## src/shared/tw_slave_pkg.sv

```systemverilog
// How it works
// watch lines always; ignore until start
// sda moves only while scl low
// master clocks; device never drives scl
// stop after read returns to standby
// master stops only after sda released
// release after eight bits; ack ninth
// upper nibble 1010 array, 1101 registers
// select bits three..one must be 111
// bit zero one read, zero write
// ack address only on full match
// two word address bytes, high first, acked
// power-up clears word address counter
// random read repeats same slave byte
// selected write acks every later byte
// no data ack while write_enable_latch low
// status write: second data byte unacked
// read: eight bits, ack continues, else end
// master stops after read nack
// reset pin at vp, 00h to 01h sets trip
// reset pin at vp, 00h to 03h clears trip
// master clears before setting threshold
// protect bits must be clear to program
// busy in write cycle: no ack, released
// start mid transfer restarts address phase
package tw_slave_pkg;
   localparam logic [3:0]  ID_ARRAY      = 4'ha;
   localparam logic [3:0]  ID_REGSPACE   = 4'hd;
   localparam logic [2:0]  DEV_SELECT    = 3'h7;
   localparam logic [15:0] WADDR_RESET   = 16'h0000;
   localparam logic [15:0] STATUS_ADDR   = 16'h003f;
   localparam logic [15:0] TRIP_SET_ADDR = 16'h0001;
   localparam logic [15:0] TRIP_CLR_ADDR = 16'h0003;
   localparam logic [7:0]  TRIP_DATA     = 8'h00;
   localparam int          TRIP_PROG_MS  = 10;
   localparam int          CLK_MHZ       = 100;
   localparam int          TRIP_PROG_CYC = TRIP_PROG_MS * 1000 * CLK_MHZ;

   typedef enum logic [2:0] {IDLE, SLAVE, WADDR, WDATA, RDATA, ACK, RACK} phase_e;

   typedef struct packed {
      logic       data;
      logic       regSpace;
      logic       read;
   } target_s;

   typedef struct packed {
      logic [1:0] sclSync;
      logic [1:0] sdaSync;
      logic       sclD;
      logic       sdaD;
      phase_e     phase;
      phase_e     afterAck;
      logic [3:0] bitCnt;
      logic [7:0] shift;
      logic [1:0] wByte;
      logic [1:0] dataCnt;
      logic [15:0] wordAddr;
      target_s    tgt;
      logic       ackDrive;
      logic       sdaOut;
      logic       wasRead;
      logic       wroteOk;
      logic       tripSet;
      logic       tripClr;
      logic [7:0] wrData;
      logic       wrStrobe;
      logic       progSet;
      logic       progClr;
   } state_s;
endpackage

```

## src/logic/tw_slave.sv

```systemverilog
`timescale 1ns/1ns
module tw_slave #(
   parameter int PROG_CYCLES = tw_slave_pkg::TRIP_PROG_CYC
) (
   input  wire logic        clk_sys,
   input  wire logic        nrst,
   input  wire logic        sclIn,
   input  wire logic        sdaIn,
   output logic             sdaOut,
   output logic             sdaOe,
   input  wire logic        writeEnableLatch,
   input  wire logic        protectSelectBit0,
   input  wire logic        protectSelectBit1,
   input  wire logic        protectSelectBit2,
   input  wire logic        resetPinAtVp,
   input  wire logic        nvBusy,
   input  wire logic [7:0]  rdData,
   output logic [15:0]      wordAddr,
   output logic             regSpace,
   output logic [7:0]       wrData,
   output logic             wrStrobe,
   output logic             standby,
   output logic             tripProgSet,
   output logic             tripProgClr,
   output logic             tripBusy
);
   import tw_slave_pkg::*;

   state_s s_ff;
   state_s nxt_s;
   logic [31:0] progCnt_ff;
   logic [31:0] nxt_progCnt;

   ////////////////////////////////////////////////////////////////////////
   function automatic logic addr_match(input logic [7:0] b);
      return (b[7:4] == ID_ARRAY || b[7:4] == ID_REGSPACE) && b[3:1] == DEV_SELECT;
   endfunction

   logic scl;
   logic sda;
   logic sclRise;
   logic sclFall;
   logic startSeen;
   logic stopSeen;
   logic busy;
   // helpers for the checks below: no bus condition, and the eighth bit just ended
   logic quiet;
   logic byteEnd;
   always_comb
   begin
      scl       = s_ff.sclSync[1];
      sda       = s_ff.sdaSync[1];
      sclRise   = scl & ~s_ff.sclD;
      sclFall   = ~scl & s_ff.sclD;
      startSeen = scl & s_ff.sclD & s_ff.sdaD & ~sda;
      stopSeen  = scl & s_ff.sclD & ~s_ff.sdaD & sda;
      busy      = nvBusy | (progCnt_ff != 32'h0);
      quiet     = ~startSeen & ~stopSeen;
      byteEnd   = sclFall & (s_ff.bitCnt == 4'h8) & quiet;
   end

   ////////////////////////////////////////////////////////////////////////
   always_comb
   begin
      nxt_s          = s_ff;
      nxt_progCnt    = (progCnt_ff != 32'h0) ? progCnt_ff - 32'h1 : progCnt_ff;
      nxt_s.sclSync  = {s_ff.sclSync[0], sclIn};
      nxt_s.sdaSync  = {s_ff.sdaSync[0], sdaIn};
      nxt_s.sclD     = scl;
      nxt_s.sdaD     = sda;
      nxt_s.wrStrobe = 1'b0;
      nxt_s.progSet  = 1'b0;
      nxt_s.progClr  = 1'b0;
      if (startSeen)
      begin
         // restart lands in the address phase, or in idle while busy
         nxt_s.phase    = busy ? IDLE : SLAVE;
         nxt_s.bitCnt   = 4'h0;
         nxt_s.ackDrive = 1'b0;
         nxt_s.sdaOut   = 1'b1;
         nxt_s.wroteOk  = 1'b0;
      end
      else if (stopSeen)
      begin
         // trip programming only after a full acked data byte
         if (s_ff.wroteOk && resetPinAtVp && !(protectSelectBit0 | protectSelectBit1
             | protectSelectBit2))
         begin
            nxt_s.progSet = s_ff.tripSet;
            nxt_s.progClr = s_ff.tripClr;
            if (s_ff.tripSet | s_ff.tripClr)
               nxt_progCnt = 32'(PROG_CYCLES);
         end
         nxt_s.phase    = IDLE;
         nxt_s.ackDrive = 1'b0;
         nxt_s.sdaOut   = 1'b1;
         nxt_s.wroteOk  = 1'b0;
      end
      else if (s_ff.phase != IDLE)
      begin
         unique case (s_ff.phase)
            SLAVE, WADDR, WDATA:
               if (sclRise)
               begin
                  nxt_s.shift  = {s_ff.shift[6:0], sda};
                  nxt_s.bitCnt = s_ff.bitCnt + 4'h1;
               end
               else if (sclFall && s_ff.bitCnt == 4'h8)
               begin
                  nxt_s.bitCnt = 4'h0;
                  nxt_s.phase  = ACK;
                  nxt_s.ackDrive = 1'b1;
                  if (s_ff.phase == SLAVE)
                  begin
                     nxt_s.ackDrive     = addr_match(s_ff.shift);
                     nxt_s.tgt.regSpace = s_ff.shift[7:4] == ID_REGSPACE;
                     nxt_s.tgt.read     = s_ff.shift[0];
                     nxt_s.wByte        = 2'h0;
                     nxt_s.dataCnt      = 2'h0;
                     nxt_s.afterAck     = !addr_match(s_ff.shift) ? IDLE
                                        : s_ff.shift[0] ? RDATA : WADDR;
                  end
                  else if (s_ff.phase == WADDR)
                  begin
                     // high byte first
                     nxt_s.wordAddr = s_ff.wByte == 2'h0 ? {s_ff.shift, s_ff.wordAddr[7:0]}
                                                        : {s_ff.wordAddr[15:8], s_ff.shift};
                     nxt_s.wByte    = s_ff.wByte + 2'h1;
                     nxt_s.afterAck = s_ff.wByte == 2'h0 ? WADDR : WDATA;
                  end
                  else
                  begin
                     nxt_s.ackDrive = writeEnableLatch
                        && !(s_ff.tgt.regSpace && s_ff.wordAddr == STATUS_ADDR
                             && s_ff.dataCnt != 2'h0);
                     nxt_s.afterAck = WDATA;
                     if (nxt_s.ackDrive)
                     begin
                        nxt_s.wrData   = s_ff.shift;
                        nxt_s.wrStrobe = 1'b1;
                        nxt_s.wroteOk  = 1'b1;
                        nxt_s.dataCnt  = (s_ff.dataCnt == 2'h3) ? 2'h3 : s_ff.dataCnt + 2'h1;
                        nxt_s.tripSet  = !s_ff.tgt.regSpace && s_ff.wordAddr == TRIP_SET_ADDR
                                         && s_ff.shift == TRIP_DATA;
                        nxt_s.tripClr  = !s_ff.tgt.regSpace && s_ff.wordAddr == TRIP_CLR_ADDR
                                         && s_ff.shift == TRIP_DATA;
                     end
                  end
                  nxt_s.sdaOut = ~nxt_s.ackDrive;
               end
            ACK:
               if (sclFall)
               begin
                  nxt_s.ackDrive = 1'b0;
                  nxt_s.sdaOut   = 1'b1;
                  nxt_s.phase    = s_ff.afterAck;
                  if (s_ff.afterAck == RDATA)
                  begin
                     nxt_s.shift    = rdData;
                     nxt_s.ackDrive = ~rdData[7];
                     nxt_s.sdaOut   = rdData[7];
                  end
               end
            RDATA:
               if (sclFall)
               begin
                  nxt_s.bitCnt = s_ff.bitCnt + 4'h1;
                  if (s_ff.bitCnt == 4'h7)
                  begin
                     nxt_s.ackDrive = 1'b0;
                     nxt_s.sdaOut   = 1'b1;
                     nxt_s.phase    = RACK;
                     nxt_s.wordAddr = s_ff.wordAddr + 16'h1;
                  end
                  else
                  begin
                     nxt_s.shift    = {s_ff.shift[6:0], 1'b0};
                     nxt_s.ackDrive = ~s_ff.shift[6];
                     nxt_s.sdaOut   = s_ff.shift[6];
                  end
               end
            RACK:
               if (sclRise)
                  nxt_s.wasRead = sda; // nack latched here
               else if (sclFall)
               begin
                  nxt_s.bitCnt = 4'h0;
                  nxt_s.phase  = s_ff.wasRead ? IDLE : RDATA;
                  if (!s_ff.wasRead)
                  begin
                     nxt_s.shift    = rdData;
                     nxt_s.ackDrive = ~rdData[7];
                     nxt_s.sdaOut   = rdData[7];
                  end
               end
            default:
               nxt_s.phase = IDLE;
         endcase
      end
   end

   always_ff @(posedge clk_sys or negedge nrst)
   begin
      if (!nrst)
      begin
         s_ff          <= '0;
         s_ff.sclSync  <= 2'h3;
         s_ff.sdaSync  <= 2'h3;
         s_ff.sclD     <= 1'b1;
         s_ff.sdaD     <= 1'b1;
         s_ff.sdaOut   <= 1'b1;
         s_ff.phase    <= IDLE;
         s_ff.afterAck <= IDLE;
         s_ff.wordAddr <= WADDR_RESET;
         progCnt_ff    <= 32'h0;
      end
      else
      begin
         s_ff       <= nxt_s;
         progCnt_ff <= nxt_progCnt;
      end
   end

   ////////////////////////////////////////////////////////////////////////
   // open drain: only ever pull low; scl is never driven
   assign sdaOut      = 1'b0;
   assign sdaOe       = s_ff.ackDrive;
   assign wordAddr    = s_ff.wordAddr;
   assign regSpace    = s_ff.tgt.regSpace;
   assign wrData      = s_ff.wrData;
   assign wrStrobe    = s_ff.wrStrobe;
   assign standby     = s_ff.phase == IDLE;
   assign tripProgSet = s_ff.progSet;
   assign tripProgClr = s_ff.progClr;
   assign tripBusy    = progCnt_ff != 32'h0;

   ////////////////////////////////////////////////////////////////////////
   chk_stop_idle: assert property (@(posedge clk_sys) disable iff (!nrst)
      stopSeen |=> standby) else $error("stop did not return to standby");
   chk_nomatch_silent: assert property (@(posedge clk_sys) disable iff (!nrst)
      (s_ff.phase == SLAVE && sclFall && s_ff.bitCnt == 4'h8 && !startSeen && !stopSeen
       && !addr_match(s_ff.shift)) |=> !sdaOe) else $error("ack on bad address");
   chk_match_ack: assert property (@(posedge clk_sys) disable iff (!nrst)
      (s_ff.phase == SLAVE && sclFall && s_ff.bitCnt == 4'h8 && !startSeen && !stopSeen
       && addr_match(s_ff.shift)) |=> sdaOe) else $error("no ack on match");
   chk_wel_block: assert property (@(posedge clk_sys) disable iff (!nrst)
      wrStrobe |-> $past(writeEnableLatch))
      else $error("write taken without latch");
   chk_busy_quiet: assert property (@(posedge clk_sys) disable iff (!nrst)
      (tripBusy && s_ff.phase == IDLE) |-> !sdaOe) else $error("driven while busy");
   chk_start_restart: assert property (@(posedge clk_sys) disable iff (!nrst)
      (startSeen && !busy) |=> s_ff.phase == SLAVE && !sdaOe) else $error("no restart");
   chk_sda_scl_low: assert property (@(posedge clk_sys) disable iff (!nrst)
      $changed(sdaOe) |-> !s_ff.sclD || $past(startSeen) || $past(stopSeen))
      else $error("sda moved with scl high");
   chk_trip_pulse: assert property (@(posedge clk_sys) disable iff (!nrst)
      tripProgSet |-> tripBusy && !tripProgClr) else $error("trip pulse wrong");
   chk_rack_release: assert property (@(posedge clk_sys) disable iff (!nrst)
      s_ff.phase == RACK |-> !sdaOe) else $error("sda held in read ack");

   ////////////////////////////////////////////////////////////////////////
   // line level: the pin is open drain, nothing drives while idle
   chk_drive_low: assert property (@(posedge clk_sys) disable iff (!nrst)
      sdaOut == 1'b0) else $error("sda driven high");
   chk_idle_silent: assert property (@(posedge clk_sys) disable iff (!nrst)
      s_ff.phase == IDLE |-> !sdaOe) else $error("sda driven while idle");
   chk_stop_release: assert property (@(posedge clk_sys) disable iff (!nrst)
      stopSeen |=> !sdaOe) else $error("sda held after stop");
   chk_bit_capture: assert property (@(posedge clk_sys) disable iff (!nrst)
      (s_ff.phase == SLAVE && sclRise && quiet) |=> s_ff.shift[0] == $past(sda))
      else $error("bit not taken on scl rise");

   ////////////////////////////////////////////////////////////////////////
   // acknowledge slot: held through the ninth clock, dropped at its end unless a read byte follows; read bits held likewise
   chk_ack_hold: assert property (@(posedge clk_sys) disable iff (!nrst)
      (s_ff.phase == ACK && !sclFall && quiet) |=> $stable(sdaOe))
      else $error("ack moved inside ninth clock");
   chk_ack_drop: assert property (@(posedge clk_sys) disable iff (!nrst)
      (s_ff.phase == ACK && sclFall && quiet && s_ff.afterAck != RDATA) |=> !sdaOe)
      else $error("ack not released");
   chk_rbit_hold: assert property (@(posedge clk_sys) disable iff (!nrst)
      (s_ff.phase == RDATA && !sclFall && quiet) |=> $stable(sdaOe))
      else $error("read bit moved while scl high");

   ////////////////////////////////////////////////////////////////////////
   // slave byte decode
   chk_read_dir: assert property (@(posedge clk_sys) disable iff (!nrst)
      (s_ff.phase == SLAVE && byteEnd && addr_match(s_ff.shift) && s_ff.shift[0])
      |=> s_ff.afterAck == RDATA) else $error("read not selected");
   chk_write_dir: assert property (@(posedge clk_sys) disable iff (!nrst)
      (s_ff.phase == SLAVE && byteEnd && addr_match(s_ff.shift) && !s_ff.shift[0])
      |=> s_ff.afterAck == WADDR) else $error("write not selected");
   chk_space_sel: assert property (@(posedge clk_sys) disable iff (!nrst)
      (s_ff.phase == SLAVE && byteEnd && addr_match(s_ff.shift))
      |=> regSpace == ($past(s_ff.shift[7:4]) == ID_REGSPACE))
      else $error("target space wrong");

   ////////////////////////////////////////////////////////////////////////
   // word address: two bytes, high first, both acknowledged
   chk_waddr_high: assert property (@(posedge clk_sys) disable iff (!nrst)
      (s_ff.phase == WADDR && byteEnd && s_ff.wByte == 2'h0)
      |=> wordAddr[15:8] == $past(s_ff.shift)) else $error("high address byte");
   chk_waddr_low: assert property (@(posedge clk_sys) disable iff (!nrst)
      (s_ff.phase == WADDR && byteEnd && s_ff.wByte == 2'h1)
      |=> wordAddr[7:0] == $past(s_ff.shift)) else $error("low address byte");
   chk_waddr_ack: assert property (@(posedge clk_sys) disable iff (!nrst)
      (s_ff.phase == WADDR && byteEnd) |=> sdaOe) else $error("address unacked");

   ////////////////////////////////////////////////////////////////////////
   // data bytes of a write
   chk_data_ack: assert property (@(posedge clk_sys) disable iff (!nrst)
      (s_ff.phase == WDATA && byteEnd && writeEnableLatch && !s_ff.tgt.regSpace)
      |=> sdaOe && wrStrobe) else $error("data byte unacked");
   chk_wel_noack: assert property (@(posedge clk_sys) disable iff (!nrst)
      (s_ff.phase == WDATA && byteEnd && !writeEnableLatch) |=> !sdaOe)
      else $error("data acked without latch");
   chk_status_once: assert property (@(posedge clk_sys) disable iff (!nrst)
      (s_ff.phase == WDATA && byteEnd && s_ff.tgt.regSpace
       && s_ff.wordAddr == STATUS_ADDR && s_ff.dataCnt != 2'h0) |=> !sdaOe)
      else $error("second status byte acked");

   ////////////////////////////////////////////////////////////////////////
   // read bytes: counter steps per byte, master ack decides what follows
   chk_read_inc: assert property (@(posedge clk_sys) disable iff (!nrst)
      (s_ff.phase == RDATA && sclFall && s_ff.bitCnt == 4'h7 && quiet)
      |=> wordAddr == $past(wordAddr) + 16'h1) else $error("read address stuck");
   chk_nack_end: assert property (@(posedge clk_sys) disable iff (!nrst)
      (s_ff.phase == RACK && sclFall && s_ff.wasRead && quiet) |=> standby)
      else $error("read went on after nack");
   chk_ack_more: assert property (@(posedge clk_sys) disable iff (!nrst)
      (s_ff.phase == RACK && sclFall && !s_ff.wasRead && quiet) |=> s_ff.phase == RDATA)
      else $error("read stopped after ack");

   ////////////////////////////////////////////////////////////////////////
   // busy and threshold programming; a limitation: only array address 01h/03h count
   chk_busy_ignore: assert property (@(posedge clk_sys) disable iff (!nrst)
      (startSeen && busy) |=> standby && !sdaOe) else $error("start taken while busy");
   chk_trip_guard: assert property (@(posedge clk_sys) disable iff (!nrst)
      (tripProgSet || tripProgClr) |-> $past(resetPinAtVp)
      && $past(!(protectSelectBit0 | protectSelectBit1 | protectSelectBit2)))
      else $error("trip programmed unguarded");
   chk_clr_pulse: assert property (@(posedge clk_sys) disable iff (!nrst)
      tripProgClr |-> tripBusy && !tripProgSet) else $error("clear pulse wrong");
endmodule // tw_slave

```

## config.mk

```make
export PLATFORM = sky130hd
export DESIGN_NAME = tw_slave
export DESIGN_NICKNAME = d
export VERILOG_FILES = /design/src/shared/tw_slave_pkg.sv /design/src/logic/tw_slave.sv
export SDC_FILE = /design/constraint.sdc
export NUM_CORES = 1
export LEC_CHECK = 0
export ABC_AREA = 0
export BUFFER_PORTS_ARGS = -buffer_cell sky130_fd_sc_hd__buf_2
export CELL_PAD_IN_SITES_DETAIL_PLACEMENT = 0
export CELL_PAD_IN_SITES_GLOBAL_PLACEMENT = 1
export CORE_ASPECT_RATIO = 1.25
export CORE_MARGIN = 1
export CORE_UTILIZATION = 50
export CTS_BUF_LIST = sky130_fd_sc_hd__clkbuf_8
export CTS_CLUSTER_SIZE = 14
export DETAILED_ROUTE_END_ITERATION = 8
export GPL_TIMING_DRIVEN = 1
export PLACE_DENSITY = 0.95
export SETUP_SLACK_MARGIN = 0.4
export SYNTH_ARGS = -nofsm -noshare
export SYNTH_HDL_FRONTEND = slang
export SYNTH_SLANG_ARGS = --single-unit
```

## constraint.sdc

```tcl
create_clock -name clk_sys -period 5.3 [get_ports clk_sys]
set_clock_uncertainty 0.05 [all_clocks]
set_input_delay 0.795 -clock clk_sys [delete_from_list [all_inputs] [get_ports clk_sys]]
set_output_delay 0.795 -clock clk_sys [all_outputs]
set_load 0.01 [all_outputs]
```

* After elaboration in Yosys (flattened, before gate mapping) *
Index checks and enable logic that the tools add are counted.

word-level totals
  bits in registers = 93
  output and inout port bits = 32

cells by class
  bitwise operators = 23
  equal/unequal tests = 49
  muxes and demuxes = 91
  add/subtract/negate cells = 5
  reduce and logical (&&, ||, !) cells = 46

operators with widths
  cell                                                                    number
  32-bit 2-to-1 mux                                                       6
  12-bit 2-to-1 mux                                                       9
  16-bit 2-to-1 mux                                                       5
  10-bit 2-to-1 mux                                                       6
  20-bit 2-to-1 mux                                                       2
  8-bit 2-to-1 mux                                                        5
  3-bit 2-to-1 mux                                                        13
  38-bit 2-to-1 mux                                                       1
  4-bit inequality test, second input constant                            9
  2-bit 2-to-1 mux                                                        17
  2-bit inequality test, second input constant                            17
  16-bit one-hot mux with 2 select lines                                  1
  8-bit one-hot mux with 4 select lines                                   1
  32-bit nonzero test                                                     1
  32-bit by 1-bit subtractor with 32-bit output, second input constant    1
  7-bit AND reduction                                                     4
  11-bit AND reduction                                                    2
  9-bit AND reduction                                                     2
  16-bit by 1-bit adder with 16-bit output, second input constant         1
  16-bit by 1-bit equality test with 1-bit output, second input constant  1
  16-bit by 2-bit equality test with 1-bit output, second input constant  1
  16-bit by 6-bit equality test with 1-bit output, second input constant  1
  1-bit 2-to-1 mux                                                        16
  4-bit 2-to-1 mux                                                        4
  34 further kinds                                                        88

* Logic depth before layout (Yosys ltp) *
Gate-level depths: netlist of the first run.

  depth in word-level cells = 20
  gate-level depth with buffers = 8

* Least setup slack after synthesis of the first run *
OpenSTA, ideal clock, no wires.

  path kind = register to register
  from = register progCnt_ff[3]
  to = register progCnt_ff[13]
  stages on the path, launching flop included = 7
  library setup time = 0.066 ns
  slack = 2.824 ns
  period minus slack after synthesis = 2.476 ns
  arrival = 2.360 ns
  cell sequence = dfrtp_1 or4_4 buf_6 or4_4 or3_1 or4_1 nand2_1

on the way
  longest elaborated chain between the ends = 6
  elaborated cells on any way between the ends = 7
  classes of those cells = 1 x add/sub; 5 x mux; 1 x reduce/logical

RTL lines
  item                                                                                  RTL line         source
  start, declared                                                                       tw_slave.sv:31   logic [31:0] progCnt_ff;
  start signal, assigned                                                                tw_slave.sv:220  progCnt_ff <= nxt_progCnt;
  32-bit by 1-bit subtractor with 32-bit output or 32-bit nonzero test (tied branches)  tw_slave.sv:66   nxt_progCnt = (progCnt_ff != 32'h0) ? progCnt_ff - 32'h1 : progCnt_ff;
  32-bit 2-to-1 mux (*)                                                                 tw_slave.sv:66
  32-bit 2-to-1 mux                                                                     tw_slave.sv:91   if (s_ff.tripSet | s_ff.tripClr)
  32-bit 2-to-1 mux                                                                     tw_slave.sv:86   if (s_ff.wroteOk && resetPinAtVp && !(protectSelectBit0 | protectSelectBit1
  32-bit 2-to-1 mux                                                                     tw_slave.sv:83   else if (stopSeen)
  32-bit 2-to-1 mux (*)                                                                 tw_slave.sv:74   if (startSeen)
  via nxt_progCnt[13]                                                                   tw_slave.sv:32   logic [31:0] nxt_progCnt;

Mark *: on every way through the listed nets, which the timed path passes. The rest lies on a longest branch.
A chain may end at the register's enable or synchronous reset.

* Worst setup path in the final report of the first run *
  from = register s_ff[57] (netlist bit)
  to = register, netlist name wordAddr[4]

on the way
  longest elaborated chain between the ends = 4
  elaborated cells on any way between the ends = 16
  classes of those cells = 11 x eq/ne; 1 x mux; 4 x reduce/logical

RTL lines
  item                                                                    RTL line                          source
  start, declared                                                         tw_slave.sv:29                    state_s s_ff;
  start signal, assigned                                                  tw_slave.sv:219                   s_ff <= nxt_s;
  3-bit by 1-bit equality test with 1-bit output (tied with other cells)  tw_slave.sv:101, tw_slave.sv:113
  3-bit OR reduction                                                      tw_slave.sv:101                   unique case (s_ff.phase)
  2-bit inequality test (no line) or 2-bit nonzero test (tied branches)   --
  11-bit AND reduction (no line)                                          --

Parallel ways exist; a longest one is shown, timed or not.

==> results of run 1 <==
==> final cells by class <==
cell class	count	area [um2]	area share
clock buffers	9	123.9	0.02148
repair buffers	50	257.7	0.04469
well taps	132	165.2	0.02863
multi-input cells	437	2726	0.4727
flip-flops and latches	93	2335	0.4048
inverters	21	78.83	0.01367
clock inverters	7	81.33	0.01410
==> kinds of logic (layout without fill, tap and decap cells) <==
logic type / after synthesis / count (layout)
flops: 93 / 93
mux: 24 / 24
buf+inv: 70 / 87
compound gates: 168 / 168
other cells: 1 / 1
xor+xnor: 6 / 6
fa+ha+maj: 6 / 6
simple gates: 232 / 232
==> critical path, stage by stage, from the launching register on <==
cell and delay, ns:
dfrtp_1 0.76, nor3b_2 0.92, nand2_1 0.25, a221oi_1 0.79, a21oi_1 0.13, a31oi_1 0.17
==> worst max path at each step <==
stage / to / slack [ns]
after floorplan: progCnt_ff[13] / 2.82
after global placement: progCnt_ff[6] / 2.33
after detailed placement: wordAddr[9] / 2.26
after CTS: wordAddr[4] / 2.25
after global routing: wordAddr[4] / 1.80
final: wordAddr[4] / 2.15
==> registers in the layout, indices dropped and copies added, names as in the netlist <==
register and cells:
nxt_s 4, tripProgClr 1, sdaOe 1, wordAddr 16, s_ff 28, wrStrobe 1, tripProgSet 1, wrData 8
progCnt_ff 32, regSpace 1
==> report_power, final <==
part           switching, mW  internal, mW
Clock                  0.279         0.226
Combinational          0.273         0.216
Sequential             0.173         0.795
Total                  0.726          1.24
==> cell usage in the layout (no fill, tap or decap), types with 5 or more instances in the layout <==
master | synthesis | routed
nor3_1 | 22 | 22
or3_1 | 16 | 16
inv_1 | 21 | 21
dfrtp_1 | 87 | 87
and2_1 | 6 | 6
a21oi_1 | 46 | 46
mux2_2 | 21 | 21
o31ai_1 | 12 | 12
nand3_1 | 18 | 18
dfstp_2 | 6 | 6
nand4_1 | 7 | 7
o211ai_1 | 5 | 5
nand2b_1 | 8 | 8
and3_1 | 8 | 8
nor4_1 | 11 | 11
a31oi_1 | 8 | 8
nand2_1 | 58 | 58
ha_1 | 6 | 6
nor2_1 | 32 | 32
xor2_1 | 5 | 5
clkbuf_8 | 0 | 9
or4_1 | 13 | 13
buf_2 | 1 | 47
o21ai_0 | 54 | 54
==> through the flow <==
stage	setup WS (ns)	hold WS, ns	utilization	instances	area [um2]
after floorplan	2.824	0.2952	-	600	5426
after global placement	2.331	0.2961	0.5267	733	5563
after detailed placement	2.257	0.2968	0.5267	733	5563
after CTS	2.252	0.3105	0.5461	749	5768
after global routing	1.801	0.3183	0.5461	749	5768
final	2.154	0.3108	0.5461	749	5768
==> per-layer routing <==
metal	part of all wire	GRT usage	routed length, um	vias up
met1	0.43	0.3172	5453	2307
met3	0.052	0.03475	665	29
met4	0.027	0.1155	344	0
met5	0	0	0	-
met2	0.49	0.3790	6290	180
li1	-	-	-	2213
==> impl_metrics.ini, run 1 <==
[status]
outcome = complete, no violations

[timing]
timing.slew.headroom = 0.1778
tightest_slew_ns = 1.223
post-route-min-period_ns = 3.146
rsz0062_at_grt = false
tns_ns = 0
hold_viol = 0
fmax_mhz = 317.8
fin_crit_sh = 0.5937
slew_violations = 0
setup_violations = 0

[clock_tree]
post_cts_resized = 0
cts_buffer_depth = 2
path_clk_slew_ns = 0.10
cts_hold_buf = 0
numCtsBuffers = 9
cts_sinks = 93
cts_root_buf = clkbuf_8
h-tree-depth = 3
insertion_delay_ns = 0.38
tritoncts = done
post_cts_buffers = 0

[floorplan]
die_h_um = 118.5
initial_utilization = 0.5137
core-area_um2 = 10560
fp.dieW_um = 95.18
io_pins = 50
num_rows = 42
die-area_um2 = 11280

[grt]
grt_pass1_vias = 4382
groute.usage.overall = 0.2395
grt_max_degree = 58
grt.overflow.total = 0
grt_pass1_wl_um = 21180
antenna_found_initial = 0

[final_layout]
fill_cells = 951
layout.nets = 636
syn_to_final_growth_pct = 6.295
diodes = 0
drive_above_1_share = 0.1767

[yosys]
syn_area_um2 = 5426
synth.avg_cell_area_um2 = 9.044
ys_seq_elements = 93
synth-simple-area-share = 0.2350
yosysWarnings = 0
syn-num-nets = 624
async_reset_ff_frac = 1.000
synth_top_area_share = 0.4012
synth_compound_area_frac = 0.1941
synthAdderAreaFrac = 0.01383
synth.most_common_cell = dfrtp_1
synth-xor-area-share = 0.009684
ys_seq_area_frac = 0.4303
postSynthCellCount = 600
synth_edf_count = 0
yosysUniqueCellTypes = 69
synthMuxAreaShare = 0.04911
synth_common_cells = 87 x dfrtp_1, 58 x nand2_1, 54 x o21ai_0
synth_ff_type = dfrtp_1
synth_top_cells_by_area = dfrtp_1 40%, o21ai_0 5.0%, mux2_2 4.4%, a21oi_1 4.2%, nand2_1 4.0%
synth_top_family_by_area = simple AND/OR/NAND/NOR gates
synth_top_area_cell = dfrtp_1

[power]
powerDensity_nw_per_um2 = 340.2
power_mw = 1.962
peakVddDrop_v = 0.0002013
p_leak_nw = 2.308

[hold_path]
hold_path.class = reg -> reg
hold_path_end = nxt_s[58]
hold_start = nxt_s[61]
hold_depth = 0

[job]
max-cap-violations = 0

[drt]
wire_per_inst_um = 17.03
first_iter_violations = 310
drt_first_pass_iters = 5
vias = 4729
drc_errors = 0
postRouteAntennaNets = 0
finalWirelength_um = 12750
avgViaCountPerCell = 6.314

[critical_path]
critPathLaunch = s_ff[57]
regToRegSetupSlack_ns = 2.15
end_kind = flop
r2r_start = s_ff[57]
cp.arrival_ns = 3.40
path_max_fanout = 23
r2r_end = wordAddr[4]
critPathKind = reg -> reg
critPathRequiredTime_ns = 5.55
startpoint_type = flop
r2r_cells = 5

[placed_design]
dp_hpwl_um = 9092
finalWeightedCongestion = 0.8708
port_buffers = 48
Power figures use the tool's default switching activity.
==> run 2, diff against run 1 <==
CORE_UTILIZATION = 48   (was 50)
PLACE_DENSITY = 0.93   (was 0.95)
clock period = 3.24 ns   (was 5.3 ns; I/O delays follow)
==> run 2 against run 1 <==
Net effect:
- worst hold slack got worse by 0.23 ns
- cell area increased by 1.8%
- global-route usage decreased by 0.74 points
- combinational power increased by 71%
- register-to-register slack got worse by 1.5 ns
- critical endpoint is now progCnt_ff[18]
==> impl_metrics.ini, run 2 (synthesized netlist as in run 1, its figures left out) <==
[status]
outcome = complete, no violations

[clock_tree]
path_clk_slew_ns = 0.10
insertion_delay_ns = 0.38
cts_buffer_depth = 2
post_cts_resized = 0
numCtsBuffers = 9
h-tree-depth = 3
tritoncts = done
post_cts_buffers = 0
cts_root_buf = clkbuf_8
cts_hold_buf = 0
cts_sinks = 93

[grt]
antenna_found_initial = 0
grt_pass1_wl_um = 22050
grt_pass1_vias = 4525
grt_max_degree = 49
groute.usage.overall = 0.2322
grt.overflow.total = 0

[floorplan]
io_pins = 50
die-area_um2 = 11740
core-area_um2 = 11030
num_rows = 43
die_h_um = 120.9
fp.dieW_um = 97.10
initial_utilization = 0.4920

[timing]
timing.slew.headroom = 0.5011
fin_crit_sh = 0.8131
tightest_slew_ns = 0.7484
fmax_mhz = 379.6
slew_violations = 0
hold_slack_ns = 0.07630
setup_violations = 0
tns_ns = 0
hold_viol = 0
post-route-min-period_ns = 2.634
rsz0062_at_grt = false

[final_layout]
largest_reg_flops = 32
diodes = 0
layout_common_cells = 87 x dfrtp_1, 58 x nand2_1, 54 x o21ai_0
final_common_cell = dfrtp_1
layout.nets = 649
drive_above_1_share = 0.1952
syn_to_final_growth_pct = 8.162
fill_cells = 991
final_cell_area_um2 = 5869
top_regs = progCnt_ff x32, s_ff x28, wordAddr x16
final_util = 0.5322
largest_register = progCnt_ff

[critical_path]
r2r_cells = 5
critPathKind = reg -> reg
critPathRequiredTime_ns = 3.45
end_kind = flop
startpoint_type = flop
path_max_fanout = 9
cp.arrival_ns = 2.85

[placed_design]
dp_hpwl_um = 9485
finalWeightedCongestion = 0.9219
port_buffers = 48
placed_area_um2 = 5664

[job]
max-cap-violations = 0

[drt]
wire_per_inst_um = 17.27
drt_first_pass_iters = 6
first_iter_violations = 347
avgViaCountPerCell = 6.199
drc_errors = 0
vias = 4742
postRouteAntennaNets = 0
finalWirelength_um = 13210

[power]
p_leak_nw = 2.371
p_sw_frac = 0.3874
intPower_mw = 1.976
seq_power_share = 0.494
switching_power_mw = 1.250
p_comb_frac = 0.260
powerDensity_nw_per_um2 = 549.7
clock_power_share = 0.246
power_mw = 3.227
peakVddDrop_v = 0.0002813

[hold_path]
hold_path.class = in -> async
==> run 2: changes by cell type in the layout (fill, tap and decap cells not counted), sizes merged <==
cell | previous run | this run
bufinv | 1 | 0
buf | 50 | 63
inv | 24 | 25
==> run 2: per-layer routing <==
metal | global-route usage | wire length (um) | vias to the layer above
met5 | 0 | 0 | -
met1 | 0.2975 | 5684 | 2299
li1 | - | - | 2247
met2 | 0.3944 | 6532 | 164
met3 | 0.02592 | 616 | 32
met4 | 0.1073 | 380 | 0
==> run 2: cell type report <==
class | count | area (um2) | share of cell area
Tap cell | 135 | 168.9 | 0.02878
Sequential cell | 93 | 2335 | 0.3978
Inverter | 21 | 78.83 | 0.01343
Timing Repair Buffer | 63 | 355.3 | 0.06054
Clock buffer | 9 | 123.9 | 0.02110
Clock inverter | 7 | 76.32 | 0.01300
Multi-Input combinational cell | 437 | 2731 | 0.4654
==> run 2: stage by stage <==
step / cells / setup slack (ns)
3_5_place_dp: 749 / 0.6259
3_3_place_gp: 749 / 0.7268
2_1_floorplan: 600 / 0.7638
4_1_cts: 765 / 0.6016
6_report: 765 / 0.6055
5_1_grt: 765 / 0.4166
==> run 2: critical path, cell delays in order (launching register included) <==
cell      delay [ns]
dfrtp_1         0.44
or4_4           0.61
nor4b_2         0.38
o211ai_1        0.34
o21ai_0         0.23
or3b_2          0.46
==> run 2: power by group through the flow <==
stage	clock network, mW	registers (mW)	logic [mW]
finish	0.794	1.59	0.838
global route	0.847	1.62	0.941
CTS	0.808	1.59	0.838
detailed placement	0	1.61	0.830
global placement	0	1.59	0.806
floorplan	0	1.44	0.705
==> run 2: final timing paths <==
path	startpoint	endpoint	slack (ns)
max in group asynchronous	nrst	wordAddr[1]	2.34
min in group clk_sys	sdaIn	nxt_s[61]	0.14
min	nrst	wordAddr[14]	0.08
max	progCnt_ff[3]	progCnt_ff[18]	0.61
max reg2reg	progCnt_ff[3]	progCnt_ff[18]	0.61
min reg2reg	nxt_s[63]	nxt_s[59]	0.31
